$ cat src/vt_filter_regs.svh
/*
 * Offsets, field positions, reset values and timing counts for the
 * voltage/temperature converter control and the decimation filter control.
 * Assumes a 250 MHz core clock.
 */
`ifndef VT_FILTER_REGS_SVH
`define VT_FILTER_REGS_SVH

// ****************************************************************
// Register map
// ****************************************************************
`define VT_CTRL_ADDR 32'hffff0510
`define FLT_CTRL_ADDR 32'hffff0518
`define VT_CTRL_RESET 16'h0000
`define FLT_CTRL_RESET 16'h0007
// Implemented bits of the control word; reserved ones read as zero
`define VT_CTRL_MASK 16'he2f0

// ****************************************************************
// Field positions
// ****************************************************************
`define VT_EN_BIT 15
`define VT_EXC_HI 14
`define VT_EXC_LO 13
`define VT_CODING_BIT 9
`define VT_INSEL_HI 7
`define VT_INSEL_LO 6
`define VT_REF_HI 5
`define VT_REF_LO 4
`define FLT_CHOP_BIT 15
`define FLT_RAVG_BIT 14
`define FLT_AF_HI 13
`define FLT_AF_LO 8
`define FLT_NOTCH_BIT 7
`define FLT_SF_HI 6
`define FLT_SF_LO 0
`define SF_FORCE_60 7'h7e
`define SF_FORCE_50 7'h7f

// ****************************************************************
// Timing
// ****************************************************************
`define CORE_CLK_HZ 250000000
`define MOD_CLK_HZ 512000
`define LP_OSC_HZ 131000
`define RATE_60_HZ 60
`define RATE_50_HZ 50
`define MOD_DIV_CYC 11'(`CORE_CLK_HZ / `MOD_CLK_HZ)
`define LP_DIV_CYC 11'(`CORE_CLK_HZ / `LP_OSC_HZ)
`define PERIOD_60 21'(`MOD_CLK_HZ / `RATE_60_HZ)
`define PERIOD_50 21'(`MOD_CLK_HZ / `RATE_50_HZ)
`define SF_STEP 21'h40
`define AF_OFFSET 21'h3
`define CHOP_EXTRA 21'h3
`define SETTLE_CHOP 3'h2
`define SETTLE_AF 3'h1
`define SETTLE_AF_RAVG 3'h2
`define SETTLE_PLAIN 3'h3
`define SETTLE_PLAIN_RAVG 3'h4

`endif

$ cat src/vt_filter_pkg.sv
/*
 * Types shared by the converter control block.
 * Assumes the register header is included by the design file.
 */
package vt_filter_pkg;

  // ****************************************************************
  // Modes and states
  // ****************************************************************
  typedef enum logic [1:0] {
    IN_BATTERY = 2'b00,
    IN_EXT_TEMP = 2'b01,
    IN_INT_SENSOR = 2'b10,
    IN_SHORT = 2'b11
  } input_sel_t;

  typedef enum logic [1:0] {
    REF_INTERNAL = 2'b00,
    REF_EXTERNAL = 2'b01,
    REF_EXT_HALF = 2'b10,
    REF_SUPPLY_HALF = 2'b11
  } ref_sel_t;

  typedef enum logic [1:0] {
    ST_IDLE = 2'b00,
    ST_SETTLE = 2'b01,
    ST_READY = 2'b10
  } settle_state_t;

endpackage : vt_filter_pkg

$ cat src/vt_filter_ctrl.sv
/*
 * Voltage/temperature converter control and shared decimation filter
 * control, with an output-period timer that paces results and settling.
 * Assumes a single-cycle register port synchronous to core_clk_i and
 * analog modulators that obey the decoded control outputs.
 */
// Our own choice: the plain strobed port.
// Overview of operation
// - Control bit 15 enables converter; clearing it powers the converter down.
// - Bits 14:13 pick excitation sources: none, temp pin, switched ground, both.
// - Bit 9 set gives unipolar coding, clear gives twos complement.
// - Input select routes battery and short to voltage, temps to temperature.
// - Battery input selected automatically enables the attenuator buffers.
// - Bits 5:4 pick reference; supply-half grounds differ per channel.
// - Any filter write that changes its value resets both converters.
// - Filter bit 15 chops; rate drops by three when averaging zero.
// - Bit 14 running average, forced on while chopping, adds settling.
// - Bits 13:8 hold averaging factor for the postfilter.
// - Bit 7 adds a second notch to the sinc3 response.
// - Bits 6:0 set decimation; period is (factor plus one) times 64.
// - Factor 126 forces 60 Hz, factor 127 forces 50 Hz.
// - Low power modes clock the filter from the slow oscillator.
`timescale 1ns/1ps
`include "vt_filter_regs.svh"

module vt_filter_ctrl
  import vt_filter_pkg::*;
(
  // Clock and reset
  input wire logic core_clk_i,
  input wire logic rst_n_i,
  // Register port
  input wire logic [31:0] addr_i,
  input wire logic [15:0] wdata_i,
  input wire logic wr_i,
  input wire logic rd_i,
  output logic [15:0] rdata_o,
  // Power mode
  input wire logic low_power_i,
  // Converter control
  output logic vt_enable_o,
  output logic exc_temp_pin_o,
  output logic exc_switched_ground_o,
  output logic unipolar_o,
  output input_sel_t input_sel_o,
  output logic route_temp_o,
  output logic atten_buf_en_o,
  output ref_sel_t ref_sel_o,
  output logic ref_gnd_switched_o,
  // Filter control
  output logic cur_adc_reset_o,
  output logic vt_adc_reset_o,
  output logic chop_en_o,
  output logic run_avg_o,
  output logic [5:0] averaging_factor_o,
  output logic second_notch_o,
  output logic [6:0] decimation_ratio_o,
  output logic slow_filter_clk_o,
  // Result pacing
  output logic result_valid_o,
  output logic settled_o
);

  // ****************************************************************
  // Helpers
  // ****************************************************************
  function automatic logic [20:0] period_of(input logic [6:0] sf, input logic [5:0] af,
                                            input logic chop);
    logic [20:0] base;
    logic [20:0] mul;
    base = 21'((21'(sf) + 21'h1) * `SF_STEP);
    mul = 21'(af) + `AF_OFFSET;
    if (sf == `SF_FORCE_60) begin
      period_of = `PERIOD_60;
    end else if (sf == `SF_FORCE_50) begin
      period_of = `PERIOD_50;
    end else if (chop) begin
      period_of = 21'(base * mul) + `CHOP_EXTRA;
    end else if (af != 6'h00) begin
      period_of = 21'(base * mul);
    end else begin
      period_of = base;
    end
  endfunction : period_of

  function automatic logic [2:0] settle_of(input logic [5:0] af, input logic chop,
                                           input logic ravg);
    if (chop) begin
      settle_of = `SETTLE_CHOP;
    end else if (af != 6'h00) begin
      settle_of = ravg ? `SETTLE_AF_RAVG : `SETTLE_AF;
    end else begin
      settle_of = ravg ? `SETTLE_PLAIN_RAVG : `SETTLE_PLAIN;
    end
  endfunction : settle_of

  // ****************************************************************
  // Registers
  // ****************************************************************
  logic [15:0] vt_ctrl_q;
  logic [15:0] flt_ctrl_q;
  logic vt_hit;
  logic flt_hit;
  logic flt_change;
  assign vt_hit = (addr_i == `VT_CTRL_ADDR);
  assign flt_hit = (addr_i == `FLT_CTRL_ADDR);
  assign flt_change = wr_i && flt_hit && (wdata_i != flt_ctrl_q);
  // Reserved bits are not stored, so read-modify-write returns zeros there
  always_ff @(posedge core_clk_i) begin
    if (!rst_n_i) begin
      vt_ctrl_q <= `VT_CTRL_RESET;
    end else if (wr_i && vt_hit) begin
      vt_ctrl_q <= wdata_i & `VT_CTRL_MASK;
    end
  end

  always_ff @(posedge core_clk_i) begin
    if (!rst_n_i) begin
      flt_ctrl_q <= `FLT_CTRL_RESET;
    end else if (wr_i && flt_hit) begin
      flt_ctrl_q <= wdata_i;
    end
  end

  always_ff @(posedge core_clk_i) begin
    if (!rst_n_i) begin
      rdata_o <= 16'h0000;
    end else if (rd_i && vt_hit) begin
      rdata_o <= vt_ctrl_q;
    end else if (rd_i && flt_hit) begin
      rdata_o <= flt_ctrl_q;
    end else begin
      rdata_o <= 16'h0000;
    end
  end

  // ****************************************************************
  // Converter decode
  // ****************************************************************
  input_sel_t in_sel;
  ref_sel_t ref_sel;
  logic to_temp;
  assign in_sel = input_sel_t'(vt_ctrl_q[`VT_INSEL_HI:`VT_INSEL_LO]);
  assign ref_sel = ref_sel_t'(vt_ctrl_q[`VT_REF_HI:`VT_REF_LO]);
  assign to_temp = (in_sel == IN_EXT_TEMP) || (in_sel == IN_INT_SENSOR);
  always_ff @(posedge core_clk_i) begin
    if (!rst_n_i) begin
      vt_enable_o <= 1'b0;
      exc_temp_pin_o <= 1'b0;
      exc_switched_ground_o <= 1'b0;
      unipolar_o <= 1'b0;
      input_sel_o <= IN_BATTERY;
      route_temp_o <= 1'b0;
      atten_buf_en_o <= 1'b1;
      ref_sel_o <= REF_INTERNAL;
      ref_gnd_switched_o <= 1'b0;
    end else begin
      vt_enable_o <= vt_ctrl_q[`VT_EN_BIT];
      exc_temp_pin_o <= vt_ctrl_q[`VT_EXC_LO];
      exc_switched_ground_o <= vt_ctrl_q[`VT_EXC_HI];
      unipolar_o <= vt_ctrl_q[`VT_CODING_BIT];
      input_sel_o <= in_sel;
      route_temp_o <= to_temp;
      atten_buf_en_o <= (in_sel == IN_BATTERY);
      ref_sel_o <= ref_sel;
      case (ref_sel)
        REF_INTERNAL: ref_gnd_switched_o <= 1'b0;
        REF_SUPPLY_HALF: ref_gnd_switched_o <= to_temp;
        default: ref_gnd_switched_o <= 1'b1;
      endcase
    end
  end

  // ****************************************************************
  // Filter decode
  // ****************************************************************
  logic chop;
  logic [5:0] af;
  logic [6:0] sf;
  assign chop = flt_ctrl_q[`FLT_CHOP_BIT];
  assign af = flt_ctrl_q[`FLT_AF_HI:`FLT_AF_LO];
  assign sf = flt_ctrl_q[`FLT_SF_HI:`FLT_SF_LO];
  always_ff @(posedge core_clk_i) begin
    if (!rst_n_i) begin
      cur_adc_reset_o <= 1'b0;
      vt_adc_reset_o <= 1'b0;
      chop_en_o <= 1'b0;
      run_avg_o <= 1'b0;
      averaging_factor_o <= 6'h00;
      second_notch_o <= 1'b0;
      decimation_ratio_o <= 7'h07;
      slow_filter_clk_o <= 1'b0;
    end else begin
      cur_adc_reset_o <= flt_change;
      vt_adc_reset_o <= flt_change;
      chop_en_o <= chop;
      run_avg_o <= flt_ctrl_q[`FLT_RAVG_BIT] | chop;
      averaging_factor_o <= af;
      second_notch_o <= flt_ctrl_q[`FLT_NOTCH_BIT];
      decimation_ratio_o <= sf;
      slow_filter_clk_o <= low_power_i;
    end
  end

  // ****************************************************************
  // Output period timer
  // ****************************************************************
  // Modulator ticks are a divided stand-in for the analog filter clock
  logic [10:0] div_cnt_q;
  logic mod_tick_q;
  logic [10:0] div_max;
  logic [20:0] period_q;
  logic [20:0] per_cnt_q;
  logic [2:0] settle_need_q;
  logic done_q;
  logic restart_q;
  assign div_max = slow_filter_clk_o ? (`LP_DIV_CYC - 11'h1) : (`MOD_DIV_CYC - 11'h1);
  always_ff @(posedge core_clk_i) begin
    if (!rst_n_i) begin
      div_cnt_q <= 11'h000;
      mod_tick_q <= 1'b0;
    end else if (div_cnt_q >= div_max) begin
      div_cnt_q <= 11'h000;
      mod_tick_q <= 1'b1;
    end else begin
      div_cnt_q <= div_cnt_q + 11'h1;
      mod_tick_q <= 1'b0;
    end
  end

  always_ff @(posedge core_clk_i) begin
    if (!rst_n_i) begin
      period_q <= 21'h000200;
      settle_need_q <= `SETTLE_PLAIN;
    end else begin
      period_q <= period_of(sf, af, chop);
      settle_need_q <= settle_of(af, chop, flt_ctrl_q[`FLT_RAVG_BIT]);
    end
  end

  always_ff @(posedge core_clk_i) begin
    if (!rst_n_i) begin
      restart_q <= 1'b0;
    end else begin
      restart_q <= flt_change;
    end
  end

  always_ff @(posedge core_clk_i) begin
    if (!rst_n_i || restart_q || !vt_enable_o) begin
      per_cnt_q <= 21'h000000;
      done_q <= 1'b0;
    end else if (mod_tick_q && (per_cnt_q >= period_q - 21'h1)) begin
      per_cnt_q <= 21'h000000;
      done_q <= 1'b1;
    end else begin
      per_cnt_q <= per_cnt_q + 21'(mod_tick_q);
      done_q <= 1'b0;
    end
  end

  // ****************************************************************
  // Settling
  // ****************************************************************
  settle_state_t state_q;
  logic [2:0] settle_cnt_q;
  always_ff @(posedge core_clk_i) begin
    if (!rst_n_i) begin
      state_q <= ST_IDLE;
      settle_cnt_q <= 3'h0;
      result_valid_o <= 1'b0;
      settled_o <= 1'b0;
    end else if (restart_q || !vt_enable_o) begin
      state_q <= vt_enable_o ? ST_SETTLE : ST_IDLE;
      settle_cnt_q <= 3'h0;
      result_valid_o <= 1'b0;
      settled_o <= 1'b0;
    end else begin
      result_valid_o <= 1'b0;
      case (state_q)
        ST_IDLE: state_q <= ST_SETTLE;
        ST_SETTLE: begin
          if (done_q) begin
            settle_cnt_q <= settle_cnt_q + 3'h1;
            if (settle_cnt_q + 3'h1 >= settle_need_q) begin
              state_q <= ST_READY;
              settled_o <= 1'b1;
              result_valid_o <= 1'b1;
            end
          end
        end
        ST_READY: result_valid_o <= done_q;
        default: state_q <= ST_IDLE;
      endcase
    end
  end
endmodule : vt_filter_ctrl

$ cat config.mk
export PLATFORM = sky130hd
export DESIGN_NAME = vt_filter_ctrl
export DESIGN_NICKNAME = d
export VERILOG_FILES = /design/src/vt_filter_pkg.sv /design/src/vt_filter_ctrl.sv
export VERILOG_INCLUDE_DIRS = /design/src
export SDC_FILE = /design/constraint.sdc
export NUM_CORES = 1
export LEC_CHECK = 0
export BUFFER_PORTS_ARGS = -buffer_cell sky130_fd_sc_hd__buf_2
export CAP_MARGIN = 10
export CORE_MARGIN = 4
export CORE_UTILIZATION = 50
export CTS_CLUSTER_SIZE = 24
export DETAILED_ROUTE_END_ITERATION = 7
export PLACE_DENSITY = 0.71
export SYNTH_ARGS = -nofsm -noshare
export SYNTH_HDL_FRONTEND = slang
export SYNTH_SLANG_ARGS = --single-unit
$ cat constraint.sdc
create_clock -name core_clk_i -period 6.46 [get_ports core_clk_i]
set_input_delay 0.323 -clock core_clk_i [delete_from_list [all_inputs] [get_ports core_clk_i]]
set_output_delay 0.323 -clock core_clk_i [all_outputs]
set_load 0.01 [all_outputs]
==> out/qor.csv <==
metric,value,unit
cp_max_fo,11,
syn_nets,1036,
slew_violations,0,
ctsHtreeMaxLevel,4,
startpoint,flt_ctrl_q[8]$_SDFFE_PN0P_,
fin_util,0.593,
cts_tree,done,
fillers,1310,
area_growth,16.1,%
ys_top_cells_by_area,"dfxtp_1 (34%), ha_1 (12%), fa_1 (7.5%), xor2_1 (6.2%), nor2_1 (4.6%)",
gr-usage-all-layers,0.198,
fin_crit,5550,ps
cts_made_buffers,17,
setup_slack,911,ps
ys_seq_elements,131,
die_w,133,um
grt-ovfl-total,0,
start_kind,register,
postCtsResizedCells,0,
post-cts-setup-buffers,0,
clk_path_buf_depth,2,
slew-limit-headroom,0.367,
vdd_drop_max,0.167,mV
grt_pass1_vias,6028,
drive_above_1_share,0.164,
cp-endpoint,period_q[16]$_SDFF_PP0_,
worst-r2r-cell-count,18,
cts_hold_buf,0,
die_area,17600,sq um
cts_root_buffer,clkbuf_16,
fin_skew,13.6,ps
pre_cts_ws,971,ps
start_util,0.510,
gp_congestion,0.814,
maxCapViolations,0,
antenna_found_initial,0,
ys_types,56,
synth_top_area_frac,0.338,
cts_sinks,131,
syn_area_per_cell,8.84,sq um
yosysSeqAreaShare,0.338,
clock_latency,420,ps
synthesis.area,7760,sq um
dp_hpwl,12800,um
r2r_slack,910,ps
post_drt_wl_per_cell,14.4,um
synthCells,877,
detail-route-antenna-nets,0,
fin_nets,1125,
setup_viol_count_final,0,
cp.required,6760,ps
rows,45,
synthArstFlopShare,0,
dr.pass1.iters,5,
cp-end-kind,register,
worst_slew_pin_slew,941,ps
grt_first_pass_wirelength,28800,um
fp.coreArea,15200,sq um
setup-tns-final,0,ps
synth_top_cell_by_area,dfxtp_1,
path_clk_slew,60,ps
rsz0062_at_grt,no,
outcome,"finished, final reports clean",
die_h,133,um
crit_type,reg -> reg,
synth_flop_cell,dfxtp_1,
power_density,206,nW/um^2
drc,0,
diodes,0,
cp_data_arrival_time,5850,ps
final_common_cell,dfxtp_1,
io_pins,101,
io_buffers,100,
viasPerCell,5.32,
synth_edf_count,0,
seq_area,2620,sq um
p_leak,4.17,nW
vias,6204,
fmax,180,MHz
period_share,0.859,
dr.first_iter.drc_count,250,
yosysWarnings,0,
multi_input_area,4800,sq um
routed_wl,16800,um
grt_start_max_net_pins,60,
hold_viol_final,0,
hold_path.class,in -> reg,
r2r_start,flt_ctrl_q[8]$_SDFFE_PN0P_,
final_cell_mix,"dfxtp_1 (131), buf_2 (100), nor2_1 (96), nand2_1 (78), ha_1 (77)",
reg2reg_to,period_q[16]$_SDFF_PP0_,
==> critical path, cell delays in order, from the launching register on <==
cell and delay, ps:
dfxtp_1 530, inv_1 160, ha_1 280, nor2_1 210
xnor2_1 210, or2_2 340, fa_1 480, fa_1 560
inv_1 60, fa_1 530, inv_1 50, fa_1 530
inv_1 40, ha_1 340, o21ai_0 130, o21bai_1 130
a2111oi_0 540, o21ai_0 150, nor3b_1 160
==> Yosys cell counts, types with 16 or more instances <==
master / instances
xnor2_1: 23
or2_2: 16
nand4_1: 19
and2_1: 29
ha_1: 77
o21ai_0: 31
nand3_1: 32
xor2_1: 55
clkbuf_1: 25
fa_1: 29
nand2_1: 78
nor2_1: 96
nor3_1: 36
inv_1: 51
dfxtp_1: 131
a21oi_1: 23
==> stage by stage <==
| stage | hold slack (ps) | cells | cell area [sq um] | power [W] |
|---|---|---|---|---|
| floorplan | 440 | 877 | 7760 | 0.000850 |
| detailed placement | 455 | 1135 | 8380 | 0.000873 |
| global route | 132 | 1167 | 9010 | 0.00191 |
| finish | 109 | 1167 | 9010 | 0.00185 |
| CTS | 97.2 | 1167 | 9010 | 0.00187 |
| global placement | 449 | 1135 | 8380 | 0.000873 |
==> where the power goes <==
group	switching (W)	internal (W)	total, W	leakage (nW)
Sequential	0.00000219	0.000810	0.000812	1.06
Combinational	0.0000237	0.0000202	0.0000439	2.81
Clock	0.000359	0.000639	0.000997	0.295
==> flip-flops by register name (all words and copies together), names as in the netlist, 2 cells and up <==
register,flops
averaging_factor_o,6
decimation_ratio_o,7
div_cnt_q,11
flt_ctrl_q,16
input_sel_o,2
per_cnt_q,21
period_q,18
rdata_o,16
ref_sel_o,2
settle_cnt_q,3
settle_need_q,3
state_q,2
vt_ctrl_q,8
==> layout make-up <==
| class | count | area share |
|---|---|---|
| clock inverter | 11 | 0.0169 |
| timing repair buffer | 105 | 0.0597 |
| sequential | 131 | 0.291 |
| clock buffer | 21 | 0.0522 |
| multi-input combinational | 660 | 0.533 |
| tap | 188 | 0.0261 |
| inverter | 51 | 0.0213 |
==> metal layers <==
layer,routed length [um],track usage,share of wire
met2,7970,0.327,0.47
met1,7880,0.259,0.47
met3,629,0.0426,0.037
met4,314,0.0676,0.019
met5,0,0,0
==> logic make-up after synthesis <==
group,after synthesis,share of synthesized area
simple gates,361,0.233
flops,131,0.338
fa+ha+maj,106,0.199
compound gates,100,0.0782
buf+inv,86,0.0434
xor+xnor,78,0.0881
mux,15,0.0197
==> worst min-delay path by stage <==
stage,start,endpoint,slack (ps),cells after the start
floorplan,settle_cnt_q[1]$_SDFFE_PP0P_,settle_cnt_q[1]$_SDFFE_PP0P_,440,2
global placement,settled_o$_SDFFE_PP0P_,settled_o$_SDFFE_PP0P_,450,2
detailed placement,settled_o$_SDFFE_PP0P_,settled_o$_SDFFE_PP0P_,460,2
CTS,low_power_i,slow_filter_clk_o$_SDFF_PN0_,100,2
global route,low_power_i,slow_filter_clk_o$_SDFF_PN0_,130,2
finish,low_power_i,slow_filter_clk_o$_SDFF_PN0_,110,2
No activity file was read; power rests on OpenSTA's default activity.
